[config.mk]
export PLATFORM = sky130hd
export DESIGN_NAME = lbaa_top
export DESIGN_NICKNAME = d
export VERILOG_FILES = /design/src/hw/lbaa_pkg.sv /design/src/hw/lbaa_tick.sv /design/src/hw/lbaa_top.sv
export SDC_FILE = /design/constraint.sdc
export NUM_CORES = 1
export LEC_CHECK = 0
export ABC_CLOCK_PERIOD_IN_PS = 5000
export BUFFER_PORTS_ARGS = -buffer_cell sky130_fd_sc_hd__clkbuf_2
export CAP_MARGIN = 15
export CORE_ASPECT_RATIO = 1.25
export CORE_UTILIZATION = 60
export DETAILED_ROUTE_END_ITERATION = 7
export PLACE_DENSITY = 0.79
export SYNTH_ARGS = -nofsm -noshare
export SYNTH_HDL_FRONTEND = slang
export SYNTH_SLANG_ARGS = --single-unit
export TNS_END_PERCENT = 10
[constraint.sdc]
create_clock -name CLOCK_IN -period 5 [get_ports CLOCK_IN]
set_input_delay 0.5 -clock CLOCK_IN [delete_from_list [all_inputs] [get_ports CLOCK_IN]]
set_output_delay 0.5 -clock CLOCK_IN [all_outputs]
set_load 0.1 [all_outputs]
[src/hw/lbaa_pkg.sv]
// Purpose: Constants for the leaky-bucket activity alarm, configuration 1
// Assumes: 100 MHz system clock
// Notes:   Register offsets are byte addresses on the serial register port
package lbaa_pkg;

  // ----------------------------------------------------------------------
  // Register map
  // ----------------------------------------------------------------------
  localparam logic [7:0] LBAA_SET_LEVEL_ADDR   = 8'h54;
  localparam logic [7:0] LBAA_CLEAR_LEVEL_ADDR = 8'h55;
  localparam logic [7:0] LBAA_DECAY_RATE_ADDR  = 8'h57;
  localparam logic [7:0] LBAA_SET_LEVEL_RST    = 8'h06;
  localparam logic [7:0] LBAA_CLEAR_LEVEL_RST  = 8'h04;
  localparam logic [1:0] LBAA_DECAY_RATE_RST   = 2'h1;
  localparam int         LBAA_DECAY_LSB        = 0;
  localparam int         LBAA_DECAY_MSB        = 1;

  // ----------------------------------------------------------------------
  // Timing
  // ----------------------------------------------------------------------
  localparam longint LBAA_CLK_HZ        = 100000000;
  localparam longint LBAA_CYCLE_MS      = 128;
  localparam longint LBAA_CYCLE_CLOCKS  = (LBAA_CLK_HZ * LBAA_CYCLE_MS) / 1000;

  typedef enum logic [1:0] {
    LBAA_IDLE_TYPE_UNUSED,
    LBAA_RUN
  } lbaa_state_type;

endpackage : lbaa_pkg

[src/hw/lbaa_tick.sv]
// Purpose: Observation cycle timebase, one pulse per 128 ms
// Assumes: Free-running system clock
// Notes:   Period is a parameter so simulation can shorten it
`timescale 1ns/1ps
module lbaa_tick
  import lbaa_pkg::*;
#(
  parameter int PERIOD = int'(LBAA_CYCLE_CLOCKS)
) (
  input  wire logic clk_in,
  input  wire logic rst_n_in,
  output logic      tick_out
);

  logic [31:0] count_r;

  // ----------------------------------------------------------------------
  // Cycle counter
  // ----------------------------------------------------------------------
  always_ff @(posedge clk_in or negedge rst_n_in) begin
    if (!rst_n_in) begin
      count_r  <= 32'h0;
      tick_out <= 1'b0;
    end else if (count_r == 32'(PERIOD - 1)) begin
      count_r  <= 32'h0;
      tick_out <= 1'b1;  // [RQ1]
    end else begin
      count_r  <= count_r + 32'h1;
      tick_out <= 1'b0;
    end
  end

endmodule : lbaa_tick

[src/hw/lbaa_top.sv]
// Purpose: Leaky-bucket inactivity alarm for one input clock, config set 1
// Assumes: Fault flags and register port are synchronous to CLOCK_IN
// Notes:   Bucket size limit is outside this block; the count saturates at 255
`timescale 1ns/1ps
// Behaviour
// RQ1 - Observe the input in 128 ms cycles; update the bucket once per cycle.
// RQ2 - A cycle with failure or erratic activity adds one to the bucket.
// RQ3 - Each clean period of 1, 2, 4 or 8 cycles takes one away.
// RQ4 - Raise the inactivity alarm when the bucket reaches the set level.
// RQ5 - Clear a raised alarm once the bucket drains to the clear level.
// RQ6 - Set and clear levels are independent 8-bit read/write registers.
// RQ7 - Decay codes 00..11 mean 128, 256, 512, 1024 ms; reset code 01.
// RQ8 - The bucket never goes below zero.
module lbaa_top
  import lbaa_pkg::*;
#(
  parameter int CYCLE_CLOCKS = int'(LBAA_CYCLE_CLOCKS)
) (
  input  wire logic       CLOCK_IN,
  input  wire logic       RST_N_IN,
  input  wire logic       FAULT_IN,
  input  wire logic       WR_EN_IN,
  input  wire logic       RD_EN_IN,
  input  wire logic [7:0] ADDR_IN,
  input  wire logic [7:0] WDATA_IN,
  output logic      [7:0] RDATA_OUT,
  output logic            ALARM_OUT,
  output logic      [7:0] BUCKET_OUT
);

  logic       tick;
  logic [7:0] set_level_r;
  logic [7:0] clear_level_r;
  logic [1:0] decay_rate_r;
  logic       fault_seen_r;
  logic [2:0] clean_count_r;
  logic [7:0] bucket_nxt;
  logic       alarm_nxt;
  logic [2:0] clean_limit;

  // ----------------------------------------------------------------------
  // Timebase
  // ----------------------------------------------------------------------
  lbaa_tick #(
    .PERIOD   (CYCLE_CLOCKS)
  ) u_tick (
    .clk_in   (CLOCK_IN),
    .rst_n_in (RST_N_IN),
    .tick_out (tick)
  );

  // Clean cycles per decrement, minus one
  function automatic logic [2:0] decay_limit(input logic [1:0] code);  // [RQ7]
    case (code)
      2'h0:    decay_limit = 3'h0;
      2'h1:    decay_limit = 3'h1;
      2'h2:    decay_limit = 3'h3;
      default: decay_limit = 3'h7;
    endcase
  endfunction : decay_limit

  // ----------------------------------------------------------------------
  // Register port
  // ----------------------------------------------------------------------
  always_ff @(posedge CLOCK_IN or negedge RST_N_IN) begin
    if (!RST_N_IN) begin
      set_level_r   <= LBAA_SET_LEVEL_RST;
      clear_level_r <= LBAA_CLEAR_LEVEL_RST;
      decay_rate_r  <= LBAA_DECAY_RATE_RST;  // [RQ7]
    end else if (WR_EN_IN) begin
      case (ADDR_IN)
        LBAA_SET_LEVEL_ADDR:   set_level_r   <= WDATA_IN;  // [RQ6]
        LBAA_CLEAR_LEVEL_ADDR: clear_level_r <= WDATA_IN;  // [RQ6]
        LBAA_DECAY_RATE_ADDR:  decay_rate_r  <= WDATA_IN[LBAA_DECAY_MSB:LBAA_DECAY_LSB];
        default: ;
      endcase
    end
  end

  // Read data held until next read; unmapped reads return zero
  always_ff @(posedge CLOCK_IN or negedge RST_N_IN) begin
    if (!RST_N_IN) begin
      RDATA_OUT <= 8'h00;
    end else if (RD_EN_IN) begin
      case (ADDR_IN)
        LBAA_SET_LEVEL_ADDR:   RDATA_OUT <= set_level_r;  // [RQ6]
        LBAA_CLEAR_LEVEL_ADDR: RDATA_OUT <= clear_level_r;  // [RQ6]
        LBAA_DECAY_RATE_ADDR:  RDATA_OUT <= {6'h00, decay_rate_r};
        default:               RDATA_OUT <= 8'h00;
      endcase
    end
  end

  // ----------------------------------------------------------------------
  // Fault capture within one observation cycle
  // ----------------------------------------------------------------------
  // A fault in the tick cycle itself counts toward the closing cycle
  always_ff @(posedge CLOCK_IN or negedge RST_N_IN) begin
    if (!RST_N_IN) begin
      fault_seen_r <= 1'b0;
    end else if (tick) begin
      fault_seen_r <= 1'b0;
    end else if (FAULT_IN) begin
      fault_seen_r <= 1'b1;
    end
  end

  // ----------------------------------------------------------------------
  // Bucket update
  // ----------------------------------------------------------------------
  always_comb begin
    clean_limit = decay_limit(decay_rate_r);
    bucket_nxt  = BUCKET_OUT;
    if (fault_seen_r || FAULT_IN) begin
      if (BUCKET_OUT != 8'hff) begin
        bucket_nxt = BUCKET_OUT + 8'h01;  // [RQ2]
      end
    end else if (clean_count_r == clean_limit && BUCKET_OUT != 8'h00) begin
      bucket_nxt = BUCKET_OUT - 8'h01;  // [RQ3] [RQ8]
    end
  end

  // Clean-period counter restarts on any faulty cycle
  always_ff @(posedge CLOCK_IN or negedge RST_N_IN) begin
    if (!RST_N_IN) begin
      clean_count_r <= 3'h0;
    end else if (tick) begin
      if (fault_seen_r || FAULT_IN || clean_count_r >= clean_limit) begin
        clean_count_r <= 3'h0;  // [RQ3]
      end else begin
        clean_count_r <= clean_count_r + 3'h1;
      end
    end
  end

  always_ff @(posedge CLOCK_IN or negedge RST_N_IN) begin
    if (!RST_N_IN) begin
      BUCKET_OUT <= 8'h00;
    end else if (tick) begin
      BUCKET_OUT <= bucket_nxt;  // [RQ1]
    end
  end

  // ----------------------------------------------------------------------
  // Alarm with hysteresis
  // ----------------------------------------------------------------------
  always_comb begin
    alarm_nxt = ALARM_OUT;
    if (bucket_nxt >= set_level_r) begin
      alarm_nxt = 1'b1;  // [RQ4]
    end else if (bucket_nxt <= clear_level_r) begin
      alarm_nxt = 1'b0;  // [RQ5]
    end
  end

  always_ff @(posedge CLOCK_IN or negedge RST_N_IN) begin
    if (!RST_N_IN) begin
      ALARM_OUT <= 1'b0;
    end else if (tick) begin
      ALARM_OUT <= alarm_nxt;  // [RQ4] [RQ5]
    end
  end

endmodule : lbaa_top

After elaboration in Yosys (flattened, before gate mapping)

Index checks and enable logic that the tools add are counted.

Register bits: 72
Bits in latches: 0
Bits in writable memories: 0
ROM bits: 0
Bits of input ports: 21
Logic and storage cells: 48
Memories: 0

Add/sub/neg operators: 4
$mul: 0
Div/mod/pow operators: 0
$lt $le $gt $ge: 3
Eq/ne operators: 8
Shift operators: 0
Multiplexer cells: 12
Bitwise logic cells: 0
Reductions and logical operators: 11

Operators with widths:

| cell                                                   | number |
|---|---|
| adder 32 x 1 -> 32 bit (second input constant)         | 1 |
| equality test 32 x 24 -> 1 bit (second input constant) | 1 |
| 2-to-1 mux 32 bit                                      | 1 |
| equality test 8 x 7 -> 1 bit (second input constant)   | 3 |
| 2-to-1 mux 8 bit                                       | 3 |
| case mux 8 bit (3 select lines)                        | 1 |
| case mux 3 bit (3 select lines)                        | 1 |
| adder 8 x 1 -> 8 bit (second input constant)           | 1 |
| greater-or-equal comparator 8 bit                      | 1 |
| less-or-equal comparator 8 bit                         | 1 |
| inequality test 8 bit (second input constant)          | 1 |
| AND reduction 2 bit                                    | 4 |
| nonzero test 8 bit                                     | 1 |
| subtractor 8 x 1 -> 8 bit (second input constant)      | 1 |
| 2-to-1 mux 1 bit                                       | 5 |
| nonzero test 2 bit                                     | 2 |
| adder 3 x 1 -> 3 bit (second input constant)           | 1 |
| equality test 3 bit                                    | 1 |
| greater-or-equal comparator 3 bit                      | 1 |
| 2-to-1 mux 3 bit                                       | 1 |
| equality test 2 x 1 -> 1 bit (second input constant)   | 1 |
| equality test 2 bit (second input constant)            | 1 |
| zero test 2 bit                                        | 1 |
| logical OR 1 bit                                       | 2 |
| logical AND 1 bit                                      | 1 |

Depth between registers and ports, before layout

Depth in word-level cells: 9
Mapped depth: 13

By module

A second synthesis with hierarchy kept.

Cells, all modules: 421
Area total of the unflattened synthesis: 4200.3 sq um

Modules (own cells, without submodules):

| module    | times used | cells each | area an instance (sq um) |
|---|---|---|---|
| lbaa_top  | 1          | 268        | 2632.5 |
| lbaa_tick | 1          | 153        | 1567.8 |

Least setup slack after synthesis

OpenSTA, ideal clock, no wires.

Kind: register -> register
Start point: reg BUCKET_OUT[0]
End point: reg ALARM_OUT
Setup time: 0.130 ns
Data arrival time: 3.085 ns
Path slack: 1.785 ns
Stages on the path, launching flop included: 13
Path buffers: 1
Clock period less this slack: 3.215 ns
Cell sequence: dfrtp_1 -> clkbuf_1 -> inv_1 -> ha_1 -> and4_1 -> o22ai_1 -> nand2_1 -> xnor2_1 -> ha_1 -> a211oi_1 -> o21ai_0 -> a211oi_1 -> o21ai_0

Cells in the longest elaborated chain, start to end: 7

Ends and longest elaborated chain:

| what                                                                                | line                             | source |
|---|---|---|
| start: declaration                                                                  | lbaa_top.sv:28                   | `output logic [7:0] BUCKET_OUT` |
| start signal: assignment                                                            | lbaa_top.sv:140                  | `BUCKET_OUT <= bucket_nxt;` |
| branches (longest 3 deep; another with subtractor 8 x 1 -> 8 bit)                   | -                                |  |
| 2-to-1 mux 8 bit *                                                                  | lbaa_top.sv:114                  | `if (fault_seen_r \|\| FAULT_IN) begin` |
| net bucket_nxt[4]                                                                   | lbaa_top.sv:37                   | `logic [7:0] bucket_nxt;` |
| greater-or-equal comparator 8 bit or less-or-equal comparator 8 bit (tied branches) | lbaa_top.sv:149, lbaa_top.sv:151 |  |
| nonzero test 2 bit (no source line)                                                 | -                                |  |
| AND reduction 2 bit (no source line)                                                | -                                |  |
| end signal: assignment                                                              | lbaa_top.sv:160                  | `ALARM_OUT <= alarm_nxt;` |
| end: declaration                                                                    | lbaa_top.sv:27                   | `output logic ALARM_OUT,` |

Mark *: on every way through the listed nets, which the timed path passes.
A chain may end at the register's enable or synchronous reset.

Worst setup path after layout

Start point: reg decay_rate_r[0]
End point: reg ALARM_OUT

Cells in the longest elaborated chain, start to end: 9

Ends and longest elaborated chain:

| what                                                                                | line                             | source |
|---|---|---|
| start: declaration                                                                  | lbaa_top.sv:34                   | `logic [1:0] decay_rate_r;` |
| start signal: assignment                                                            | lbaa_top.sv:74                   | `LBAA_DECAY_RATE_ADDR: decay_rate_r <= WDATA_IN[LBAA_DECAY_MSB:LBAA_DECAY_LSB];` |
| equality test 2 bit, or another cell as far along                                   | lbaa_top.sv:54                   | `case (code)` |
| case mux 3 bit (3 select lines) *                                                   | lbaa_top.sv:54                   |  |
| equality test 3 bit *                                                               | lbaa_top.sv:118                  | `end else if (clean_count_r == clean_limit && BUCKET_OUT != 8'h00) begin` |
| logical AND 1 bit *                                                                 | lbaa_top.sv:118                  |  |
| 2-to-1 mux 8 bit *                                                                  | lbaa_top.sv:118                  |  |
| 2-to-1 mux 8 bit *                                                                  | lbaa_top.sv:114                  |  |
| net bucket_nxt[6]                                                                   | lbaa_top.sv:37                   |  |
| greater-or-equal comparator 8 bit or less-or-equal comparator 8 bit (tied branches) | lbaa_top.sv:149, lbaa_top.sv:151 |  |
| nonzero test 2 bit (no source line)                                                 | -                                |  |
| AND reduction 2 bit (no source line)                                                | -                                |  |

Mark *: on every way through the listed nets, which the timed path passes. The rest lies on a longest branch.

==> impl_metrics.sql <==
INSERT INTO impl_metrics (metric_group, metric, value, unit) VALUES
('critical_path', 'crit_reg_reg_endpoint', 'ALARM_OUT', ''),
('synthesis', 'sequential_element_share_of_the_synthesized_area', '45.2', '%'),
('routing', 'drc', '0', ''),
('synthesis', 'synth_cell_type_count', '54', ''),
('clocking', 'clk_pin_slew_worst_paths', '70', 'ps'),
('sta', 'hold_violations', '0', ''),
('sta', 'setup_viol', '0', ''),
('clocking', 'clock_tree.htree_level_count', '3', ''),
('clocking', 'clock_tree_root', 'clkbuf_8', ''),
('global_route', 'grt_use_total', '25.0', '%'),
('synthesis', 'syn_inst', '399', ''),
('critical_path', 'critical_path.top_delay_family', 'simple AND/OR/NAND/NOR gates', ''),
('hold_path', 'holdCritPathClass', 'input port to async pin', ''),
('finish', 'antenna_cells_inserted', '0', ''),
('critical_path', 'critical_path.endpoint_type', 'flip-flop', ''),
('sta', 'fin_crit', '3300', 'ps'),
('critical_path', 'worst_r2r_path_depth', '12', ''),
('floorplanning', 'dieHeight', '93.3', 'µm'),
('routing', 'vias', '3067', ''),
('place', 'gpl_wtd_cong', '0.863', ''),
('sta', 'grt_setup_unrepaired', 'false', ''),
('synthesis', 'yosys_register_bits', '72', ''),
('global_route', 'grt_first_pass_wirelength', '13.3', 'mm'),
('critical_path', 'critPathSlowestCell', 'dfstp_2', ''),
('sta', 'max_slew_margin', '41.3', '%'),
('synthesis', 'yosysWarnings', '0', ''),
('routing', 'ant_nets', '0', ''),
('critical_path', 'critPathMaxFanout', '5', ''),
('floorplanning', 'rows', '32', ''),
('sta', 'worst_clock_skew', '6.16', 'ps'),
('critical_path', 'timing.critical_path.cells', 'nand2_1 -> ha_1 -> nor4bb_1 -> nand2_1 -> nor3_1 -> o21ai_0 -> o31a_1 -> ha_1 -> a211oi_1 -> o21ai_0 -> a211oi_1 -> o21ai_0', ''),
('finish', 'layout.cells.most_common_list', 'dfrtp_1 (68), clkbuf_2 (36), nand2_1 (35), inv_1 (31), nor2_1 (29)', ''),
('critical_path', 'cp.arrival', '3520', 'ps'),
('place', 'port_buffers', '37', ''),
('critical_path', 'worst-endpoint-required', '5220', 'ps'),
('floorplanning', 'core_region_area', '6290', 'µm²'),
('clocking', 'clock_tree_from_tritoncts', 'done', ''),
('floorplanning', 'die_area', '7000', 'µm²'),
('place', 'post-dp-hpwl', '5.72', 'mm'),
('sta', 'final-max-slew-violation-count', '0', ''),
('floorplanning', 'ios', '38', ''),
('clocking', 'tritoncts_buffer_count', '9', ''),
('sta', 'min_period_over_period', '66.0', '%'),
('floorplanning', 'die_x', '75.0', 'µm'),
('finish', 'finish.net_count', '480', ''),
('finish', 'layout_commonest_cell', 'dfrtp_1', ''),
('status', 'run_status', 'finished clean', ''),
('clocking', 'clockBufferDepth', '2', ''),
('critical_path', 'reg2reg_setup_slack', '1700', 'ps'),
('clocking', 'ctsResizeCount', '0', ''),
('synthesis', 'netlist_area_before_placement', '4000', 'µm²'),
('clocking', 'postCtsSetupRepairBufs', '0', ''),
('sta', 'whs', '341', 'ps'),
('run', 'maxCapViolations', '0', ''),
('global_route', 'grt_antenna_before_repair', '0', ''),
('sta', 'tightest_slew', '880', 'ps'),
('routing', 'drt-vias-per-instance', '5.83', ''),
('global_route', 'grt_max_degree', '73', ''),
('sta', 'clock.fmax', '0.303', 'GHz'),
('critical_path', 'timing.rr.start', 'decay_rate_r[0]', ''),
('critical_path', 'critPathLaunch', 'decay_rate_r[0]', ''),
('synthesis', 'synth-async-reset-ratio', '100', '%'),
('global_route', 'gr-total-overflow', '0', ''),
('routing', 'initialDrtViolationCount', '224', ''),
('finish', 'drive_above_1_share', '18.4', '%'),
('synthesis', 'synthesis.nets', '443', ''),
('floorplanning', 'starting_density_of_the_core', '63.7', '%'),
('critical_path', 'worst_setup_path_start_kind', 'flip-flop', ''),
('clocking', 'clkSinkCount', '72', ''),
('pwr', 'leakagePower', '2.00', 'nW'),
('pwr', 'max-vdd-ir-drop', '0.000189', 'V');
-- stage by stage --
stage               instances  setup WS, ps  power (W)  instance area, µm²
finish                    526          1700    0.00105                4410
global route              526          1460    0.00109                4410
CTS                       526          1680    0.00106                4410
detailed placement        510          1710   0.000662                4250
global placement          510          1830   0.000660                4250
floorplan                 399          1790   0.000633                4000
-- per-layer routing --
layer  wire (µm)  part of all wire [%]  global-route usage, %  vias up
li1            -                     -                      -     1491
met1        3200                    41                   28.2     1497
met2        4120                    53                   44.2       66
met3         274                   3.5                   5.39       13
met4         145                   1.9                   11.2        0
met5           0                     0                      0        -
-- synth_stat cells, types with 2 or more instances --
cell type | count | area (µm²)
ha_1 | 23 | 288
a21oi_1 | 7 | 35.0
clkbuf_1 | 8 | 30.0
nor4_1 | 5 | 31.3
and3_1 | 7 | 43.8
nand4_1 | 9 | 56.3
and4_1 | 5 | 43.8
dfstp_2 | 4 | 105
o22ai_1 | 12 | 75.1
a31oi_1 | 3 | 18.8
dfrtp_1 | 68 | 1700
or2_2 | 2 | 12.5
mux2_2 | 18 | 203
nand2b_1 | 3 | 18.8
inv_1 | 31 | 116
o31a_1 | 3 | 26.3
a221oi_1 | 2 | 17.5
nor3_1 | 8 | 40.0
nor2_1 | 29 | 109
mux2i_1 | 10 | 100
nor2b_1 | 4 | 25.0
and2_1 | 2 | 12.5
nand2_1 | 35 | 131
nand3_1 | 18 | 90.1
xnor2_1 | 24 | 210
o21ai_0 | 15 | 75.1
xor2_1 | 12 | 105
a22o_1 | 2 | 17.5
a211oi_1 | 4 | 30.0
a21o_1 | 2 | 15.0
-- flip-flops by register name (all words and copies together) (netlist names) --
name,flops
u_tick.tick_out,1
u_tick.count_r,32
clean_count_r,3
BUCKET_OUT,8
ALARM_OUT,1
RDATA_OUT,8
set_level_r,8
clear_level_r,8
fault_seen_r,1
decay_rate_r,2
-- worst max-delay path by stage --
stage | slack, ps | cells after the start | end
2_1_floorplan | 1790 | 12 | ALARM_OUT
3_3_place_gp | 1830 | 12 | ALARM_OUT
3_5_place_dp | 1710 | 12 | ALARM_OUT
4_1_cts | 1680 | 12 | ALARM_OUT
5_1_grt | 1460 | 12 | ALARM_OUT
6_report | 1700 | 12 | ALARM_OUT
-- area by class of cell --
cell class	count	area, µm²	area share [%]
multi-input combinational	284	2020	45.9
timing repair buffer	38	193	4.37
clock buffer	13	149	3.37
inverter	31	116	2.64
tap	85	106	2.41
sequential	72	1810	41.0
clock inverter	3	17.5	0.397
-- where the power goes --
| part | total (W) | switching (W) | internal, W |
|---|---|---|---|
| logic | 0.0000535 | 0.0000310 | 0.0000224 |
| clock network | 0.000399 | 0.000207 | 0.000193 |
| registers | 0.000597 | 0.00000580 | 0.000591 |
| total | 0.00105 | 0.000244 | 0.000806 |
-- logic make-up after synthesis --
group           count (synthesis)  share of synthesized area [%]
compound gates                 59                           9.85
xor+xnor                       36                           7.88
fa+ha+maj                      23                           7.19
buf+inv                        43                           4.28
flops                          72                           45.2
mux                            28                           7.57
simple gates                  138                           18.1
Note: power is estimated with default switching activity, not from simulation.
